$ cat src/common/tmc_regs.svh
// register offsets, field positions, reset values and counts of the timer module
`ifndef TMC_REGS_SVH
`define TMC_REGS_SVH

// ----------------------------------------------------------------------------
// register byte offsets on the bus
// ----------------------------------------------------------------------------
`define TMC_OFS_CTRL0 8'h00
`define TMC_OFS_CTRL1 8'h04
`define TMC_OFS_CNT_L 8'h08
`define TMC_OFS_CNT_H 8'h0C
`define TMC_OFS_CMPA_L 8'h10
`define TMC_OFS_CMPA_H 8'h14
`define TMC_OFS_CTRL2 8'h18
`define TMC_OFS_STATUS 8'h1C

// ----------------------------------------------------------------------------
// reset values
// ----------------------------------------------------------------------------
`define TMC_CTRL0_RST 8'h00
`define TMC_CTRL1_RST 8'h00

// ----------------------------------------------------------------------------
// field positions
// ----------------------------------------------------------------------------
`define TMC_CTRL2_EDGE_BIT 0
`define TMC_ST_A_BIT 0
`define TMC_ST_P_BIT 1

// ----------------------------------------------------------------------------
// clock select codes
// ----------------------------------------------------------------------------
`define TMC_CK_SYS4 3'h0
`define TMC_CK_SYS 3'h1
`define TMC_CK_H16 3'h2
`define TMC_CK_H64 3'h3
`define TMC_CK_SUB0 3'h4
`define TMC_CK_SUB1 3'h5

// ----------------------------------------------------------------------------
// counts
// ----------------------------------------------------------------------------
`define TMC_CNT_W 10
`define TMC_PRESC_W 6
`define TMC_PERIOD_W 3

`endif

$ cat src/common/tmc_pkg.sv
// types shared by the timer module files
`default_nettype none

package tmc_pkg;

   // -------------------------------------------------------------------------
   // modes and output actions
   // -------------------------------------------------------------------------
   typedef enum logic [1:0] {
      TMC_MODE_CMP,
      TMC_MODE_PULSE,
      TMC_MODE_PWM,
      TMC_MODE_TIMER
   } tmc_mode_t;

   typedef enum logic [1:0] {
      TMC_IO_KEEP,
      TMC_IO_LOW,
      TMC_IO_HIGH,
      TMC_IO_TOGGLE
   } tmc_io_t;

   // -------------------------------------------------------------------------
   // control register layouts
   // -------------------------------------------------------------------------
   typedef struct packed {
      logic pause;
      logic [2:0] clkSel;
      logic enable;
      logic [2:0] period;
   } tmc_ctrl0_t;

   typedef struct packed {
      tmc_mode_t mode;
      tmc_io_t io;
      logic initLvl;
      logic polarity;
      logic dutySwap;
      logic clrOnA;
   } tmc_ctrl1_t;

endpackage : tmc_pkg

`default_nettype wire

$ cat src/core/tmc_sync.sv
// two-stage synchroniser for asynchronous pin inputs
`default_nettype none

module tmc_sync #(
   parameter int WIDTH = 2
) (
   input wire logic mclk,
   input wire logic rstn,
   input wire logic [WIDTH-1:0] asyncIn,
   output logic [WIDTH-1:0] syncOut
);

   typedef struct packed {
      logic [WIDTH-1:0] meta;
      logic [WIDTH-1:0] stable;
   } tmc_sync_st_t;

   tmc_sync_st_t s_r;
   tmc_sync_st_t s_nxt;

   // first stage feeds only the second stage
   always_comb begin
      s_nxt = s_r;
      s_nxt.meta = asyncIn;
      s_nxt.stable = s_r.meta;
   end

   always_ff @(posedge mclk) begin
      if (!rstn) begin
         s_r <= '0;
      end else begin
         s_r <= s_nxt;
      end
   end

   assign syncOut = s_r.stable;

endmodule // tmc_sync

`default_nettype wire

$ cat src/core/tmc_timer.sv
// timer module core: counter, two comparators, output pins, bus registers
//
// Behaviour
// - free-running up-counter compared, match raises interrupt
// - match may clear counter and change pin
// - three-bit select picks counter clock source
// - external pin edges advance the counter
// - separate match events for comparators A and P
// - external clock edge selectable rising or falling
// - single pulse launched by external pin edge
// - second output always inverse of first
// - compare match sets, clears or toggles output
// - pwm waveform drives the same output pins
// - low bytes reached only through holding buffer
// - compare-A low write loads buffer only
// - compare-A high write also copies buffer low
// - high byte read captures low into buffer
// - low byte read returns holding buffer
// - compare, timer and pwm modes supported
// - counter is ten bits wide
// - counter clears on enable rise, overflow, match
// - period value matches top three counter bits
//
// The address map and register access over Wishbone were chosen for this implementation.
`default_nettype none
`include "tmc_regs.svh"

module tmc_timer #(
   parameter int CNT_W = `TMC_CNT_W,
   parameter int PRESC_W = `TMC_PRESC_W
) (
   input wire logic mclk,
   input wire logic rstn,
   input wire logic wb_cyc_i,
   input wire logic wb_stb_i,
   input wire logic wb_we_i,
   input wire logic [7:0] wb_adr_i,
   input wire logic [3:0] wb_sel_i,
   input wire logic [31:0] wb_dat_i,
   output logic [31:0] wb_dat_o,
   output logic wb_ack_o,
   input wire logic extClockTriggerIn,
   input wire logic subsidiaryClock,
   output logic timerOut,
   output logic timerOutInv,
   output logic matchAEvent,
   output logic matchPEvent
);

   localparam int HI_W = CNT_W - 8;
   localparam int LO_W = CNT_W - `TMC_PERIOD_W;

   // -------------------------------------------------------------------------
   // state
   // -------------------------------------------------------------------------
   typedef struct packed {
      tmc_pkg::tmc_ctrl0_t ctrl0;
      tmc_pkg::tmc_ctrl1_t ctrl1;
      logic edgeFall;
      logic [CNT_W-1:0] cmpA;
      logic [CNT_W-1:0] cnt;
      logic [7:0] holdBuf;
      logic [PRESC_W-1:0] presc;
      logic extPrev;
      logic subPrev;
      logic outLvl;
      logic pulseRun;
      logic flagA;
      logic flagP;
      logic irqA;
      logic irqP;
      logic ack;
      logic [7:0] rdData;
      logic outPin;
      logic outPinInv;
   } tmc_core_st_t;

   tmc_core_st_t s_r;
   tmc_core_st_t s_nxt;

   logic [1:0] pinSync;
   logic extSync;
   logic subSync;

   // -------------------------------------------------------------------------
   // pin synchronisation
   // -------------------------------------------------------------------------
   tmc_sync #(
      .WIDTH(2)
   ) u_sync (
      .mclk(mclk),
      .rstn(rstn),
      .asyncIn({subsidiaryClock, extClockTriggerIn}),
      .syncOut(pinSync)
   );

   assign extSync = pinSync[0];
   assign subSync = pinSync[1];

   // -------------------------------------------------------------------------
   // next-state logic
   // -------------------------------------------------------------------------
   always_comb begin
      logic extEdge;
      logic subEdge;
      logic tick;
      logic run;
      logic [CNT_W-1:0] cntInc;
      logic [CNT_W-1:0] duty;
      logic matchA;
      logic matchP;
      logic take;
      logic clrA;
      logic clrP;
      logic enRise;
      logic pwmActive;
      tmc_pkg::tmc_ctrl0_t newCtrl0;
      extEdge = 1'b0;
      subEdge = 1'b0;
      tick = 1'b0;
      run = 1'b0;
      cntInc = '0;
      duty = '0;
      matchA = 1'b0;
      matchP = 1'b0;
      take = 1'b0;
      clrA = 1'b0;
      clrP = 1'b0;
      enRise = 1'b0;
      pwmActive = 1'b0;
      newCtrl0 = s_r.ctrl0;

      s_nxt = s_r;
      s_nxt.irqA = 1'b0;
      s_nxt.irqP = 1'b0;
      s_nxt.ack = 1'b0;
      s_nxt.presc = s_r.presc + 1'b1;
      s_nxt.extPrev = extSync;
      s_nxt.subPrev = subSync;

      // edge on the synchronised pins; software chooses the external pin's active edge, the subsidiary clock counts rising edges only
      if (s_r.edgeFall) begin
         extEdge = ~extSync & s_r.extPrev;
      end else begin
         extEdge = extSync & ~s_r.extPrev;
      end
      subEdge = subSync & ~s_r.subPrev;

      // counter clock source; the internal high clock is taken as mclk
      case (s_r.ctrl0.clkSel)
         `TMC_CK_SYS4: tick = &s_r.presc[1:0];
         `TMC_CK_SYS: tick = 1'b1;
         `TMC_CK_H16: tick = &s_r.presc[3:0];
         `TMC_CK_H64: tick = &s_r.presc[5:0];
         `TMC_CK_SUB0, `TMC_CK_SUB1: tick = subEdge;
         default: tick = extEdge;
      endcase

      // a single pulse counts only while the pulse is out
      run = s_r.ctrl0.enable & ~s_r.ctrl0.pause &
            ((s_r.ctrl1.mode != tmc_pkg::TMC_MODE_PULSE) | s_r.pulseRun);

      // -------------------------------------------------------------------
      // counting and comparison
      // -------------------------------------------------------------------
      cntInc = s_r.cnt + 1'b1;
      // period zero matches on wrap, so overflow needs no separate term
      matchP = tick & run & (cntInc[CNT_W-1 -: `TMC_PERIOD_W] == s_r.ctrl0.period) &
               (cntInc[LO_W-1:0] == '0);
      matchA = tick & run & (cntInc == s_r.cmpA);

      if (tick & run) begin
         s_nxt.cnt = cntInc;
         if ((matchP & ~s_r.ctrl1.clrOnA) | (matchA & s_r.ctrl1.clrOnA)) begin
            s_nxt.cnt = '0;
         end
      end

      s_nxt.irqA = matchA;
      s_nxt.irqP = matchP;

      // -------------------------------------------------------------------
      // output level per mode
      // -------------------------------------------------------------------
      duty = s_r.ctrl1.dutySwap ? {s_r.ctrl0.period, {LO_W{1'b0}}} : s_r.cmpA;
      pwmActive = s_r.cnt < duty;
      unique case (s_r.ctrl1.mode)
         tmc_pkg::TMC_MODE_CMP: begin
            if (matchA) begin
               unique case (s_r.ctrl1.io)
                  tmc_pkg::TMC_IO_KEEP: s_nxt.outLvl = s_r.outLvl;
                  tmc_pkg::TMC_IO_LOW: s_nxt.outLvl = 1'b0;
                  tmc_pkg::TMC_IO_HIGH: s_nxt.outLvl = 1'b1;
                  tmc_pkg::TMC_IO_TOGGLE: s_nxt.outLvl = ~s_r.outLvl;
               endcase
            end
         end
         tmc_pkg::TMC_MODE_PWM: begin
            unique case (s_r.ctrl1.io)
               tmc_pkg::TMC_IO_LOW: s_nxt.outLvl = s_r.ctrl1.initLvl;
               tmc_pkg::TMC_IO_HIGH: begin
                  s_nxt.outLvl = pwmActive ? s_r.ctrl1.initLvl : ~s_r.ctrl1.initLvl;
               end
               default: s_nxt.outLvl = ~s_r.ctrl1.initLvl;
            endcase
         end
         tmc_pkg::TMC_MODE_PULSE: begin
            if (s_r.ctrl0.enable & ~s_r.pulseRun & extEdge) begin
               s_nxt.pulseRun = 1'b1;
               s_nxt.cnt = '0;
            end else if (matchA) begin
               s_nxt.pulseRun = 1'b0;
            end
            s_nxt.outLvl = s_nxt.pulseRun ? s_r.ctrl1.initLvl : ~s_r.ctrl1.initLvl;
         end
         tmc_pkg::TMC_MODE_TIMER: s_nxt.outLvl = s_r.outLvl;
      endcase

      // -------------------------------------------------------------------
      // wishbone slave: one wait state, ack for one cycle
      // -------------------------------------------------------------------
      take = wb_cyc_i & wb_stb_i & ~s_r.ack;
      s_nxt.ack = take;
      if (take & wb_we_i & wb_sel_i[0]) begin
         unique case (wb_adr_i)
            `TMC_OFS_CTRL0: begin
               newCtrl0 = tmc_pkg::tmc_ctrl0_t'(wb_dat_i[7:0]);
               enRise = newCtrl0.enable & ~s_r.ctrl0.enable;
               s_nxt.ctrl0 = newCtrl0;
            end
            `TMC_OFS_CTRL1: s_nxt.ctrl1 = tmc_pkg::tmc_ctrl1_t'(wb_dat_i[7:0]);
            // both low bytes share the one holding buffer
            `TMC_OFS_CNT_L, `TMC_OFS_CMPA_L: s_nxt.holdBuf = wb_dat_i[7:0];
            `TMC_OFS_CMPA_H: s_nxt.cmpA = {wb_dat_i[HI_W-1:0], s_r.holdBuf};
            `TMC_OFS_CTRL2: s_nxt.edgeFall = wb_dat_i[`TMC_CTRL2_EDGE_BIT];
            `TMC_OFS_STATUS: begin
               clrA = wb_dat_i[`TMC_ST_A_BIT];
               clrP = wb_dat_i[`TMC_ST_P_BIT];
            end
            default: s_nxt.rdData = s_r.rdData;
         endcase
      end

      if (take) begin
         s_nxt.rdData = 8'h00;
      end
      if (take & ~wb_we_i) begin
         unique case (wb_adr_i)
            `TMC_OFS_CTRL0: s_nxt.rdData = s_r.ctrl0;
            `TMC_OFS_CTRL1: s_nxt.rdData = s_r.ctrl1;
            `TMC_OFS_CNT_L, `TMC_OFS_CMPA_L: s_nxt.rdData = s_r.holdBuf;
            `TMC_OFS_CNT_H: begin
               s_nxt.rdData = 8'(s_r.cnt >> 8);
               s_nxt.holdBuf = s_r.cnt[7:0];
            end
            `TMC_OFS_CMPA_H: begin
               s_nxt.rdData = 8'(s_r.cmpA >> 8);
               s_nxt.holdBuf = s_r.cmpA[7:0];
            end
            `TMC_OFS_CTRL2: s_nxt.rdData = {7'h00, s_r.edgeFall};
            `TMC_OFS_STATUS: s_nxt.rdData = {6'h00, s_r.flagP, s_r.flagA};
            default: s_nxt.rdData = 8'h00;
         endcase
      end

      // turning the module on restarts count and output
      if (enRise) begin
         s_nxt.cnt = '0;
         s_nxt.outLvl = s_r.ctrl1.initLvl;
         s_nxt.pulseRun = 1'b0;
         if (s_r.ctrl1.mode == tmc_pkg::TMC_MODE_PULSE) begin
            s_nxt.outLvl = ~s_r.ctrl1.initLvl;
         end
      end

      // sticky flags; a match in the clearing cycle is kept
      s_nxt.flagA = (s_r.flagA & ~clrA) | matchA;
      s_nxt.flagP = (s_r.flagP & ~clrP) | matchP;

      // pin pair registered so both edges line up
      s_nxt.outPin = s_nxt.outLvl ^ s_nxt.ctrl1.polarity;
      s_nxt.outPinInv = ~(s_nxt.outLvl ^ s_nxt.ctrl1.polarity);
   end

   // -------------------------------------------------------------------------
   // state register
   // -------------------------------------------------------------------------
   always_ff @(posedge mclk) begin
      if (!rstn) begin
         s_r <= '0;
         s_r.ctrl0 <= tmc_pkg::tmc_ctrl0_t'(`TMC_CTRL0_RST);
         s_r.ctrl1 <= tmc_pkg::tmc_ctrl1_t'(`TMC_CTRL1_RST);
         s_r.outPinInv <= 1'b1;
      end else begin
         s_r <= s_nxt;
      end
   end

   // -------------------------------------------------------------------------
   // outputs
   // -------------------------------------------------------------------------
   assign wb_dat_o = {24'h000000, s_r.rdData};
   assign wb_ack_o = s_r.ack;
   assign timerOut = s_r.outPin;
   assign timerOutInv = s_r.outPinInv;
   assign matchAEvent = s_r.irqA;
   assign matchPEvent = s_r.irqP;

endmodule // tmc_timer

`default_nettype wire

$ cat config.mk
export PLATFORM = sky130hd
export DESIGN_NAME = tmc_timer
export DESIGN_NICKNAME = d
export VERILOG_FILES = /design/src/common/tmc_pkg.sv /design/src/core/tmc_sync.sv /design/src/core/tmc_timer.sv
export VERILOG_INCLUDE_DIRS = /design/src /design/src/common
export SDC_FILE = /design/constraint.sdc
export NUM_CORES = 1
export LEC_CHECK = 0
export BUFFER_PORTS_ARGS = -buffer_cell sky130_fd_sc_hd__buf_2
export CORE_MARGIN = 5
export CORE_UTILIZATION = 50
export DETAILED_ROUTE_END_ITERATION = 12
export GPL_ROUTABILITY_DRIVEN = 0
export GPL_TIMING_DRIVEN = 0
export PLACE_DENSITY_LB_ADDON = 0.08
export SETUP_SLACK_MARGIN = 0.5
export SKIP_LAST_GASP = 1
export SLEW_MARGIN = 25
export SYNTH_ARGS = -nofsm -noshare
export SYNTH_HDL_FRONTEND = slang
export SYNTH_SLANG_ARGS = --single-unit
$ cat constraint.sdc
create_clock -name mclk -period 3.4 [get_ports mclk]
set_input_delay 0.17 -clock mclk [delete_from_list [all_inputs] [get_ports mclk]]
set_output_delay 0.17 -clock mclk [all_outputs]
set_load 0.01 [all_outputs]
# Yosys cells after proc, flatten, opt, wreduce, memory -nomap -nowiden
# Index checks and enable logic that the tools add are counted.
# word_totals
mem_bits_rw	0
mem_bits_ro	0
memories	0
latchBits	0
reg_bits	74
in_bits	51
output_inout_bits	37
# classes
n_reduce_logical	16
shift	0
addsub	2
muxes	36
n_eq_ne	21
n_lt_le_gt_ge	1
n_mul	0
div	0
n_bitwise	41
# op_table
op	n
two-way mux 10 bit	6
case mux 8 bit (7 select lines)	1
two-way mux 8 bit	5
equality test 8 x 5 -> 1 bit, second input constant	4
AND 1 bit	21
equality test 8 x 4 -> 1 bit, second input constant	2
two-way mux 1 bit	16
case mux 8 bit (2 select lines)	1
inverter 1 bit	15
two-way mux 14 bit	1
adder 10 x 1 -> 10 bit, second input constant	1
equality test 10 bit	1
less-than comparator 10 bit	1
AND reduction 2 bit	5
equality test 2 bit, second input constant	4
equality test 8 x 3 -> 1 bit, second input constant	1
logical NOT 8 bit	1
case mux 1 bit (4 select lines)	2
logical NOT 7 bit	1
adder 6 x 1 -> 6 bit, second input constant	1
equality test 3 x 2 -> 1 bit, second input constant	2
equality test 3 bit, second input constant	2
AND reduction 6 bit	1
OR reduction 2 bit	3
other kinds (14)	19

# Depth between registers and ports, before layout
# Gate-level depths: netlist of run 1.
# depth
word_depth	14
depth_mapped	10
mapped_depth_nobuf	9

# Modules after synthesis
# Synthesis of run 1 repeated with hierarchy kept, for this count alone.
# unflattened
hier_cells	539
area_unflattened_um2	4580.6
# modules_own_cells
module	cells_each	instances	area_per_inst_um2
tmc_timer	531	1	4475.5
tmc_sync	8	1	105.1

# Least setup slack after synthesis of run 1
# No wires, ideal clock.
# synth_timing
path_kind	register to register
start	register s_r[33] (netlist bit)
end	register s_r, in the netlist timerOut
stages_incl_launch_ff	9
setup_time_ns	0.123
required_ns	3.277
arrival_ns	2.580
path_slack_ns	0.697
synth_period_minus_slack_ns	2.703
cell_sequence	dfxtp_1 -> ha_1 -> and2_1 -> a211o_1 -> a31oi_1 -> or4_1 -> or4b_4 -> nand3_2 -> mux2_1
# synth_via
elab_chain_cells	10
word_cells_on_any_way	14
# synth_rtl
item	line	text
from (decl)	tmc_timer.sv:78	tmc_core_st_t s_r;
from (signal assigned)	tmc_timer.sv:295	s_r <= s_nxt;
adder 10 x 1 -> 10 bit	tmc_timer.sv:166	cntInc = s_r.cnt + 1'b1;
equality test 10 bit	tmc_timer.sv:170	matchA = tick & run & (cntInc == s_r.cmpA);
AND 1 bit	tmc_timer.sv:170	
two-way mux 1 bit	tmc_timer.sv:211	end else if (matchA) begin
two-way mux 1 bit	tmc_timer.sv:208	if (s_r.ctrl0.enable & ~s_r.pulseRun & extEdge) begin
two-way mux 1 bit	tmc_timer.sv:187	unique case (s_r.ctrl1.mode)
two-way mux 1 bit	tmc_timer.sv:214	s_nxt.outLvl = s_nxt.pulseRun ? s_r.ctrl1.initLvl : ~s_r.ctrl1.initLvl;
case mux 1 bit (4 select lines) *	tmc_timer.sv:187	
two-way mux 2 bit *	tmc_timer.sv:267	if (enRise) begin
bitwise XOR 1 bit *	tmc_timer.sv:281	s_nxt.outPin = s_nxt.outLvl ^ s_nxt.ctrl1.polarity;
# Every way passes the cells marked *; elsewhere a longest branch is shown, timed or not. The select of a mux whose other input is x is not followed.
# A chain may end at the register's enable or synchronous reset.

# Worst setup path in the final report of run 1
# layout_timing
start	register s_r[19] (netlist bit)
end	register s_r, in the netlist timerOut
# layout_via
elab_chain_cells	11
word_cells_on_any_way	14
# layout_rtl
item	line	text
AND reduction 6 bit, or another cell as far along	tmc_timer.sv:154	`TMC_CK_H64: tick = &s_r.presc[5:0];
case mux 1 bit (5 select lines) *	tmc_timer.sv:150	case (s_r.ctrl0.clkSel)
AND 1 bit * (2 in series)	tmc_timer.sv:170	
two-way mux 1 bit	tmc_timer.sv:211	
two-way mux 1 bit	tmc_timer.sv:208	
two-way mux 1 bit	tmc_timer.sv:187	
two-way mux 1 bit	tmc_timer.sv:214	
case mux 1 bit (4 select lines) *	tmc_timer.sv:187	
two-way mux 2 bit *	tmc_timer.sv:267	
bitwise XOR 1 bit *	tmc_timer.sv:281	
# Marked as above.

==> flow_metrics.env, run 1 <==
export IMPL_outcome="finished clean"
export IMPL_grt_pass1_wl_um=18800
export IMPL_worstHoldStart="subsidiaryClock"
export IMPL_ys_async_sr_fraction=0
export IMPL_dieArea_um2=10700
export IMPL_ys_ff_latch=74
export IMPL_start_util=0.507
export IMPL_root_buffer="clkbuf_8"
export IMPL_slowest_delay_ns=0.58
export IMPL_overflow=0
export IMPL_netlist_area_um2=4380
export IMPL_hold_buffers=0
export IMPL_yosysTopAreaCell="dfxtp_1"
export IMPL_holdCritPathClass="input port to flop"
export IMPL_critPathLaunchType="flop"
export IMPL_leakage_nw=1.97
export IMPL_layout_commonest_cell="dfxtp_1"
export IMPL_viasPerCell=5.53
export IMPL_worstSetupEndpointType="flop"
export IMPL_synth_cell_types=65
export IMPL_max_freq_ghz=0.343
export IMPL_drt_first_pass_iters=5
export IMPL_min_to="u_sync.s_nxt[1]"
export IMPL_tns_ns=0
export IMPL_grt_use_total=0.215
export IMPL_reg2reg_from="s_r[19]"
export IMPL_skew_ns=0.00935
export IMPL_slowest_stage="or4_4"
export IMPL_path_depth=8
export IMPL_grt_pass1_vias=3732
export IMPL_met2WireLength_um=5220
export IMPL_power_internal_mw=1.27
export IMPL_top_layer_used="met4"
export IMPL_power_density_nw_per_um2=339
export IMPL_syn_instance_count=532
export IMPL_setup_viol=0
export IMPL_relSlewSlack=0.367
export IMPL_drt_met1_wl_um=5280
export IMPL_numCtsBuffers=9
export IMPL_drv_slew=0
export IMPL_period_minus_slack_ns=2.92
export IMPL_fillers=798
export IMPL_io_buffers=34
export IMPL_crit_arrival_ns=3.16
export IMPL_p_sw_frac=0.248
export IMPL_synth_top_area_share=0.338
export IMPL_synthFlopType="dfxtp_1"
export IMPL_drive_above_1_share=0.185
export IMPL_regArea_um2=1480
export IMPL_whs_path_depth=2
export IMPL_tightestPinTransition_ns=0.941
export IMPL_hold_viol=0
export IMPL_drc=0
export IMPL_cp_data_required_time_ns=3.64
export IMPL_power_share_combinational=0.061
export IMPL_routed_wl_um=11700
export IMPL_tritoncts="done"
export IMPL_p_total_mw=1.70
export IMPL_cp_top_family="simple AND/OR/NAND/NOR gates"
export IMPL_stdcell_count=714
export IMPL_ant_nets=0
export IMPL_switching_power_mw=0.421
export IMPL_fin_nets=666
export IMPL_dieWidth_um=104
export IMPL_dpl_hpwl_um=8960
export IMPL_ios=88
export IMPL_drtIter0Drc=297
export IMPL_rows=34
export IMPL_reg2reg_to="timerOut"
export IMPL_grt_max_degree=14
export IMPL_area_growth_pct=14.2
export IMPL_clk_pin_slew_ns=0.08
export IMPL_mostFrequentLayoutCells="dfxtp_1, nor2_1, nand2_1"
export IMPL_clk_latency_ns=0.35
export IMPL_multi_input_area_um2=2580
export IMPL_cts_sinks=74
export IMPL_period_share=0.859
export IMPL_dr_wl_met3_um=938
export IMPL_cts_buffer_depth=2
export IMPL_r2r_slack_ns=0.48
export IMPL_design_core_area_um2=8640
export IMPL_synth_edff_count=0
export IMPL_diodes=0
export IMPL_via_count=3945
export IMPL_worstPathCellList="ha_2 > nand3_1 > a221oi_2 > o211ai_1 > or4_4 > or4b_4 > nand3_2 > mux2_1"
export IMPL_r2r_cells=8
export IMPL_yosysSeqAreaShare=0.338
export IMPL_power_frac_seq=0.516
export IMPL_path_buf_inv=0
export IMPL_yosysWarningCount=0
export IMPL_crit_fanout=3
export IMPL_wl_per_cell_um=16.3
export IMPL_synth_area_leaders="dfxtp_1, buf_4, xnor2_1"
export IMPL_avgSynthCellArea_um2=8.23
export IMPL_antenna_found_initial=0
export IMPL_peakVddDrop_uv=224
export IMPL_pre_cts_ws_ns=0.400
export IMPL_die_h_um=104
export IMPL_crit_type="flop to flop"
export IMPL_h_tree_depth=3
export IMPL_rsz0062_at_grt="yes"
export IMPL_dp_cells=697
export IMPL_cap_violations=0
export IMPL_clockPowerShare=0.423
export IMPL_setup_ws_ns=0.480
-- synth_stat cells, drive strengths merged (9+ instances only) --
master and number:
a21oi 44, mux2i 15, nand2 48, clkbuf 23, inv 11, xor2 9, nand2b 11, dfxtp 74
buf 40, nor2 48, xnor2 26, nor3 17, and2 12, nand3 36, ha 14
-- cell families (layout without fill, tap and decap cells) --
| logic type | Yosys count | count (layout) | share of synthesized area |
|---|---|---|---|
| flops | 74 | 74 | 0.338 |
| simple gates | 210 | 210 | 0.255 |
| fa+ha+maj | 14 | 14 | 0.0400 |
| xor+xnor | 35 | 35 | 0.0700 |
| mux | 18 | 18 | 0.0420 |
| compound gates | 105 | 105 | 0.159 |
| other cells | 1 | 24 | 0.000856 |
| buf+inv | 75 | 126 | 0.0951 |
-- registers in the layout, indices dropped and copies added (netlist names) --
| register | cells |
|---|---|
| matchPEvent | 1 |
| wb_dat_o | 8 |
| matchAEvent | 1 |
| u_sync.s_nxt | 2 |
| timerOut | 1 |
| wb_ack_o | 1 |
| timerOutInv | 1 |
| u_sync.syncOut | 2 |
| s_r | 57 |
-- metrics by stage --
step / hold slack (ns) / area (um2) / utilization
6_report: 0.0196 / 5000 / 0.579
2_1_floorplan: 0.297 / 4470 / -
5_1_grt: 0.00631 / 5000 / 0.579
4_1_cts: 0.00521 / 4990 / 0.578
3_5_place_dp: 0.379 / 4770 / 0.553
3_3_place_gp: 0.375 / 4770 / 0.553
-- power groups by stage --
stage	combinational, mW	clock [mW]	sequential [mW]
global route	0.113	0.770	0.876
finish	0.104	0.717	0.875
global placement	0.0995	0	0.896
CTS	0.101	0.730	0.875
detailed placement	0.101	0	0.896
floorplan	0.0664	0	0.895
-- how the worst max path moves through the flow --
stage	start	end	slack [ns]
global placement	s_r[55]	timerOut	0.43
floorplan	s_r[33]	timerOut	0.70
finish	s_r[19]	timerOut	0.48
detailed placement	s_r[55]	timerOut	0.40
global route	s_r[19]	timerOut	0.37
CTS	s_r[19]	timerOut	0.50
-- repair_timing --
action,CTS,global route
gates resized for setup,5,3
pin swaps,0,2
setup endpoints to repair,1,9
setup buffers,0,1
cloned,0,0
-- area by class of cell --
type                    instances  share of cell area
plain buffers                  63              0.0745
clock buffers                  11              0.0283
clock inverters                 5              0.0123
inverters                      12             0.00900
multi-input cells             406               0.517
flip-flops and latches         74               0.297
well taps                     108              0.0270
repair buffers                 35              0.0355
-- metal layers --
| metal | GRT usage | up-vias |
|---|---|---|
| met5 | 0 | - |
| met3 | 0.0448 | 20 |
| li1 | - | 1965 |
| met1 | 0.297 | 1790 |
| met2 | 0.330 | 170 |
| met4 | 0.0759 | 0 |
Note: power is estimated with default switching activity, not from simulation.
==> run 2, diff against run 1 <==
--- a/config.mk
+++ b/config.mk
@@ -7,13 +7,11 @@
 export NUM_CORES = 1
 export LEC_CHECK = 0
 export BUFFER_PORTS_ARGS = -buffer_cell sky130_fd_sc_hd__buf_2
-export CORE_MARGIN = 5
 export CORE_UTILIZATION = 50
 export DETAILED_ROUTE_END_ITERATION = 12
 export GPL_ROUTABILITY_DRIVEN = 0
 export GPL_TIMING_DRIVEN = 0
 export PLACE_DENSITY_LB_ADDON = 0.08
-export SETUP_SLACK_MARGIN = 0.5
 export SKIP_LAST_GASP = 1
 export SLEW_MARGIN = 25
 export SYNTH_ARGS = -nofsm -noshare
==> flow_metrics.env, run 2 (synthesis gave the netlist of run 1 again) <==
export IMPL_layout_commonest_cell="dfxtp_1"
export IMPL_tns_ns=0
export IMPL_fillers=785
export IMPL_slowest_delay_ns=0.44
export IMPL_tritoncts="done"
export IMPL_grt_use_total=0.274
export IMPL_power_internal_mw=1.40
export IMPL_wl_per_cell_um=16.6
export IMPL_grt_pass1_wl_um=18600
export IMPL_regArea_um2=1480
export IMPL_dpl_hpwl_um=8980
export IMPL_leakage_nw=1.99
export IMPL_dp_cells=694
export IMPL_drive_above_1_share=0.172
export IMPL_path_buf_inv=1
export IMPL_hold_viol=0
export IMPL_overflow=0
export IMPL_via_count=3995
export IMPL_crit_path_frequent_cell="a21o_1"
export IMPL_post_cts_setup_buffers=0
export IMPL_cp_top_family="compound AO/OA/AOI/OAI gates"
export IMPL_cap_violations=0
export IMPL_die_h_um=95.6
export IMPL_crit_fanout=10
export IMPL_path_depth=10
export IMPL_slowest_stage="clkbuf_1"
export IMPL_dieWidth_um=95.6
export IMPL_drt_first_pass_iters=5
export IMPL_grt_max_degree=14
export IMPL_skew_ns=0.0124
export IMPL_holdCritPathClass="input port to flop"
export IMPL_antenna_found_initial=0
export IMPL_utilization=0.601
export IMPL_largest_register_ffs=57
export IMPL_r2r_cells=10
export IMPL_clk_pin_slew_ns=0.09
export IMPL_drtIter0Drc=292
export IMPL_crit_arrival_ns=3.31
export IMPL_multi_input_area_um2=2570
export IMPL_rows=33
export IMPL_power_density_nw_per_um2=365
export IMPL_drc=0
export IMPL_outcome="finished clean"
export IMPL_h_tree_depth=3
export IMPL_pre_cts_ws_ns=0.378
export IMPL_clk_latency_ns=0.36
export IMPL_dieArea_um2=9140
export IMPL_cp_data_required_time_ns=3.64
export IMPL_whs_path_depth=2
export IMPL_area_growth_pct=14.4
export IMPL_viasPerCell=5.63
export IMPL_numCtsBuffers=9
export IMPL_cts_resized_gates=0
export IMPL_routed_wl_um=11800
export IMPL_io_buffers=34
export IMPL_setup_ws_ns=0.327
export IMPL_ant_nets=0
export IMPL_critPathLaunchType="flop"
export IMPL_ios=88
export IMPL_cts_buffer_depth=2
export IMPL_cts_sinks=74
export IMPL_hold_buffers=0
export IMPL_fin_nets=665
export IMPL_period_share=0.904
export IMPL_grt_pass1_vias=3590
export IMPL_mostFrequentLayoutCells="dfxtp_1, nor2_1, nand2_1"
export IMPL_worstSetupEndpointType="flop"
export IMPL_period_minus_slack_ns=3.07
export IMPL_clockPowerShare=0.465
export IMPL_drv_slew=0
export IMPL_stdcell_count=710
export IMPL_max_freq_ghz=0.325
export IMPL_relSlewSlack=0.314
export IMPL_crit_type="flop to flop"
export IMPL_peakVddDrop_uv=353
export IMPL_worstPathCellList="clkbuf_1 > mux2i_1 > ha_1 > a21o_1 > a21o_1 > a21o_1 > a21o_1 > a211oi_1 > nand3_2 > mux2_1"
export IMPL_start_util=0.525
export IMPL_root_buffer="clkbuf_8"
export IMPL_design_core_area_um2=8340
export IMPL_power_share_combinational=0.057
export IMPL_power_frac_seq=0.479
export IMPL_tightestPinTransition_ns=1.02
export IMPL_switching_power_mw=0.427
export IMPL_rsz0062_at_grt="no"
export IMPL_top_register="s_r"
export IMPL_p_sw_frac=0.233
export IMPL_diodes=0
export IMPL_setup_viol=0
==> run 2: cell types whose count changed in the layout (fill, tap and decap cells not counted), sizes merged <==
cell,change
inv,-1
bufinv,+2
clkinvlp,-2
buf,-1
clkinv,+2
clkbuf,-1
==> run 2: per-stage QoR <==
stage,hold WS (ns),instance area (um2),power (mW)
2_1_floorplan,0.297,4470,0.962
3_3_place_gp,0.376,4770,0.996
3_5_place_dp,0.383,4770,0.998
4_1_cts,0.0185,5010,1.84
5_1_grt,0.0261,5010,1.88
6_report,0.0265,5010,1.83
==> run 2: cell type report <==
type / instances / share of cell area
inverter: 12 / 0.00899
multi-input combinational: 406 / 0.513
sequential: 74 / 0.296
timing repair buffer: 34 / 0.0340
clock inverter: 6 / 0.0230
tap: 105 / 0.0262
buffer: 63 / 0.0742
clock buffer: 10 / 0.0255
==> run 2: worst paths after layout <==
kind	slack [ns]	from	to
setup / recovery	0.33	s_r[55]	timerOut
hold / removal	0.03	subsidiaryClock	u_sync.s_nxt[1]
setup reg to reg	0.33	s_r[55]	timerOut
hold reg to reg	0.44	u_sync.s_nxt[1]	u_sync.syncOut[1]
==> run 2: worst register-to-register path, stage by stage (launching register included) <==
cell	delay [ns]
dfxtp_1	0.37
clkbuf_1	0.44
mux2i_1	0.36
ha_1	0.30
a21o_1	0.18
a21o_1	0.16
a21o_1	0.18
a21o_1	0.15
a211oi_1	0.33
nand3_2	0.15
mux2_1	0.32
==> run 2: per-layer routing <==
metal  vias up  wire length, um  GRT usage
li1       1953                -          -
met1      1853             5390      0.374
met2       171             5300      0.436
met3        18              859     0.0447
met4         0              220     0.0958
met5         -                0          0
==> run 2: power groups by stage <==
stage | Clock [mW] | Sequential, mW | Combinational, mW
floorplan | 0 | 0.895 | 0.0664
global placement | 0 | 0.896 | 0.101
detailed placement | 0 | 0.896 | 0.102
CTS | 0.858 | 0.876 | 0.102
global route | 0.893 | 0.877 | 0.114
finish | 0.850 | 0.875 | 0.104
==> run 3, diff against run 2 <==
--- a/config.mk
+++ b/config.mk
@@ -6,7 +6,7 @@
 export SDC_FILE = /design/constraint.sdc
 export NUM_CORES = 1
 export LEC_CHECK = 0
-export BUFFER_PORTS_ARGS = -buffer_cell sky130_fd_sc_hd__buf_2
+export BUFFER_PORTS_ARGS = -buffer_cell sky130_fd_sc_hd__buf_4
 export CORE_UTILIZATION = 50
 export DETAILED_ROUTE_END_ITERATION = 12
 export GPL_ROUTABILITY_DRIVEN = 0
==> flow_metrics.env, run 3 (synthesis gave the netlist of run 1 again) <==
export IMPL_outcome="finished clean"
export IMPL_root_buffer="clkbuf_8"
export IMPL_worstSetupEndpointType="flop"
export IMPL_h_tree_depth=3
export IMPL_dieWidth_um=95.6
export IMPL_cts_resized_gates=0
export IMPL_crit_type="flop to flop"
export IMPL_dieArea_um2=9140
export IMPL_skew_ns=0.0173
export IMPL_p_total_mw=1.76
export IMPL_multi_input_area_um2=2570
export IMPL_power_density_nw_per_um2=348
export IMPL_ant_nets=0
export IMPL_grt_pass1_wl_um=18100
export IMPL_drc=0
export IMPL_drv_slew=0
export IMPL_period_share=0.894
export IMPL_tightestPinTransition_ns=1.01
export IMPL_design_core_area_um2=8340
export IMPL_overflow=0
export IMPL_clk_latency_ns=0.36
export IMPL_cap_violations=0
export IMPL_drt_first_pass_iters=8
export IMPL_antenna_found_initial=0
export IMPL_stdcell_count=709
export IMPL_leakage_nw=2.00
export IMPL_drive_above_1_share=0.172
export IMPL_cp_data_required_time_ns=3.63
export IMPL_pre_cts_ws_ns=0.368
export IMPL_hold_viol=0
export IMPL_dpl_hpwl_um=8970
export IMPL_rows=33
export IMPL_grt_max_degree=14
export IMPL_fillers=815
export IMPL_setup_viol=0
export IMPL_layout_commonest_cell="dfxtp_1"
export IMPL_crit_arrival_ns=3.27
export IMPL_start_util=0.525
export IMPL_io_buffers=34
export IMPL_numCtsBuffers=9
export IMPL_rsz0062_at_grt="no"
export IMPL_post_cts_setup_buffers=0
export IMPL_wl_per_cell_um=16.5
export IMPL_top_register="s_r"
export IMPL_drtIter0Drc=264
export IMPL_cts_buffer_depth=2
export IMPL_crit_fanout=10
export IMPL_holdCritPathClass="input port to flop"
export IMPL_mostFrequentLayoutCells="dfxtp_1, buf_4, nor2_1, nand2_1, a21oi_1"
export IMPL_diodes=0
export IMPL_fin_nets=665
export IMPL_grt_pass1_vias=3525
export IMPL_regArea_um2=1480
export IMPL_area_growth_pct=15.7
export IMPL_setup_ws_ns=0.361
export IMPL_period_minus_slack_ns=3.04
export IMPL_grt_use_total=0.269
export IMPL_max_freq_ghz=0.329
export IMPL_relSlewSlack=0.318
export IMPL_cts_sinks=74
export IMPL_largest_register_ffs=57
export IMPL_via_count=3967
export IMPL_hold_buffers=0
export IMPL_peakVddDrop_uv=231
export IMPL_routed_wl_um=11700
export IMPL_viasPerCell=5.60
export IMPL_ios=88
export IMPL_dp_cells=694
export IMPL_critPathLaunchType="flop"
export IMPL_clk_pin_slew_ns=0.09
export IMPL_die_h_um=95.6
export IMPL_tritoncts="done"
export IMPL_tns_ns=0
-- run 3: layer usage --
layer	part of all wire	wire, um	vias up	track usage
met3	0.087	1020	19	0.0614
met5	0	0	-	0
met4	0.019	223	0	0.0958
met2	0.45	5260	176	0.423
met1	0.44	5200	1822	0.361
li1	-	-	1950	-
-- run 3: report_power, final --
group	switching, mW	leakage [nW]	internal, mW	total [mW]
Combinational	0.0631	1.29	0.0474	0.111
Sequential	0.00333	0.598	0.872	0.876
Clock	0.362	0.110	0.414	0.776
Total	0.428	2.00	1.33	1.76
-- run 3: cell type report --
| class | count | area share |
|---|---|---|
| Buffer | 63 | 0.0733 |
| Multi-Input combinational cell | 406 | 0.507 |
| Clock inverter | 6 | 0.0180 |
| Sequential cell | 74 | 0.292 |
| Tap cell | 105 | 0.0259 |
| Inverter | 12 | 0.00889 |
| Timing Repair Buffer | 34 | 0.0504 |
| Clock buffer | 9 | 0.0244 |
-- run 3: critical path, stage by stage (launching register included) --
cell,delay [ns]
dfxtp_1,0.36
clkbuf_1,0.44
mux2i_1,0.34
ha_1,0.29
a21o_1,0.18
a21o_1,0.17
a21o_1,0.19
a2111oi_0,0.38
a211oi_1,0.13
nand3_2,0.12
mux2_1,0.33
-- run 3: path summary, 6_finish.rpt --
kind / cells after the start / startpoint / slack (ns) / end
max: 10 / s_r[55] / 0.36 / timerOut
min: 2 / extClockTriggerIn / 0.03 / u_sync.s_nxt[0]
max reg2reg: 10 / s_r[55] / 0.36 / timerOut
min reg2reg: 1 / u_sync.s_nxt[0] / 0.44 / u_sync.syncOut[0]
-- run 3: metrics by stage --
stage	utilization	hold WS (ns)	cell area [um2]
6_report	0.608	0.0278	5070
5_1_grt	0.608	0.0101	5070
2_1_floorplan	-	0.297	4470
3_3_place_gp	0.582	0.378	4850
3_5_place_dp	0.582	0.383	4850
4_1_cts	0.608	0.0153	5070
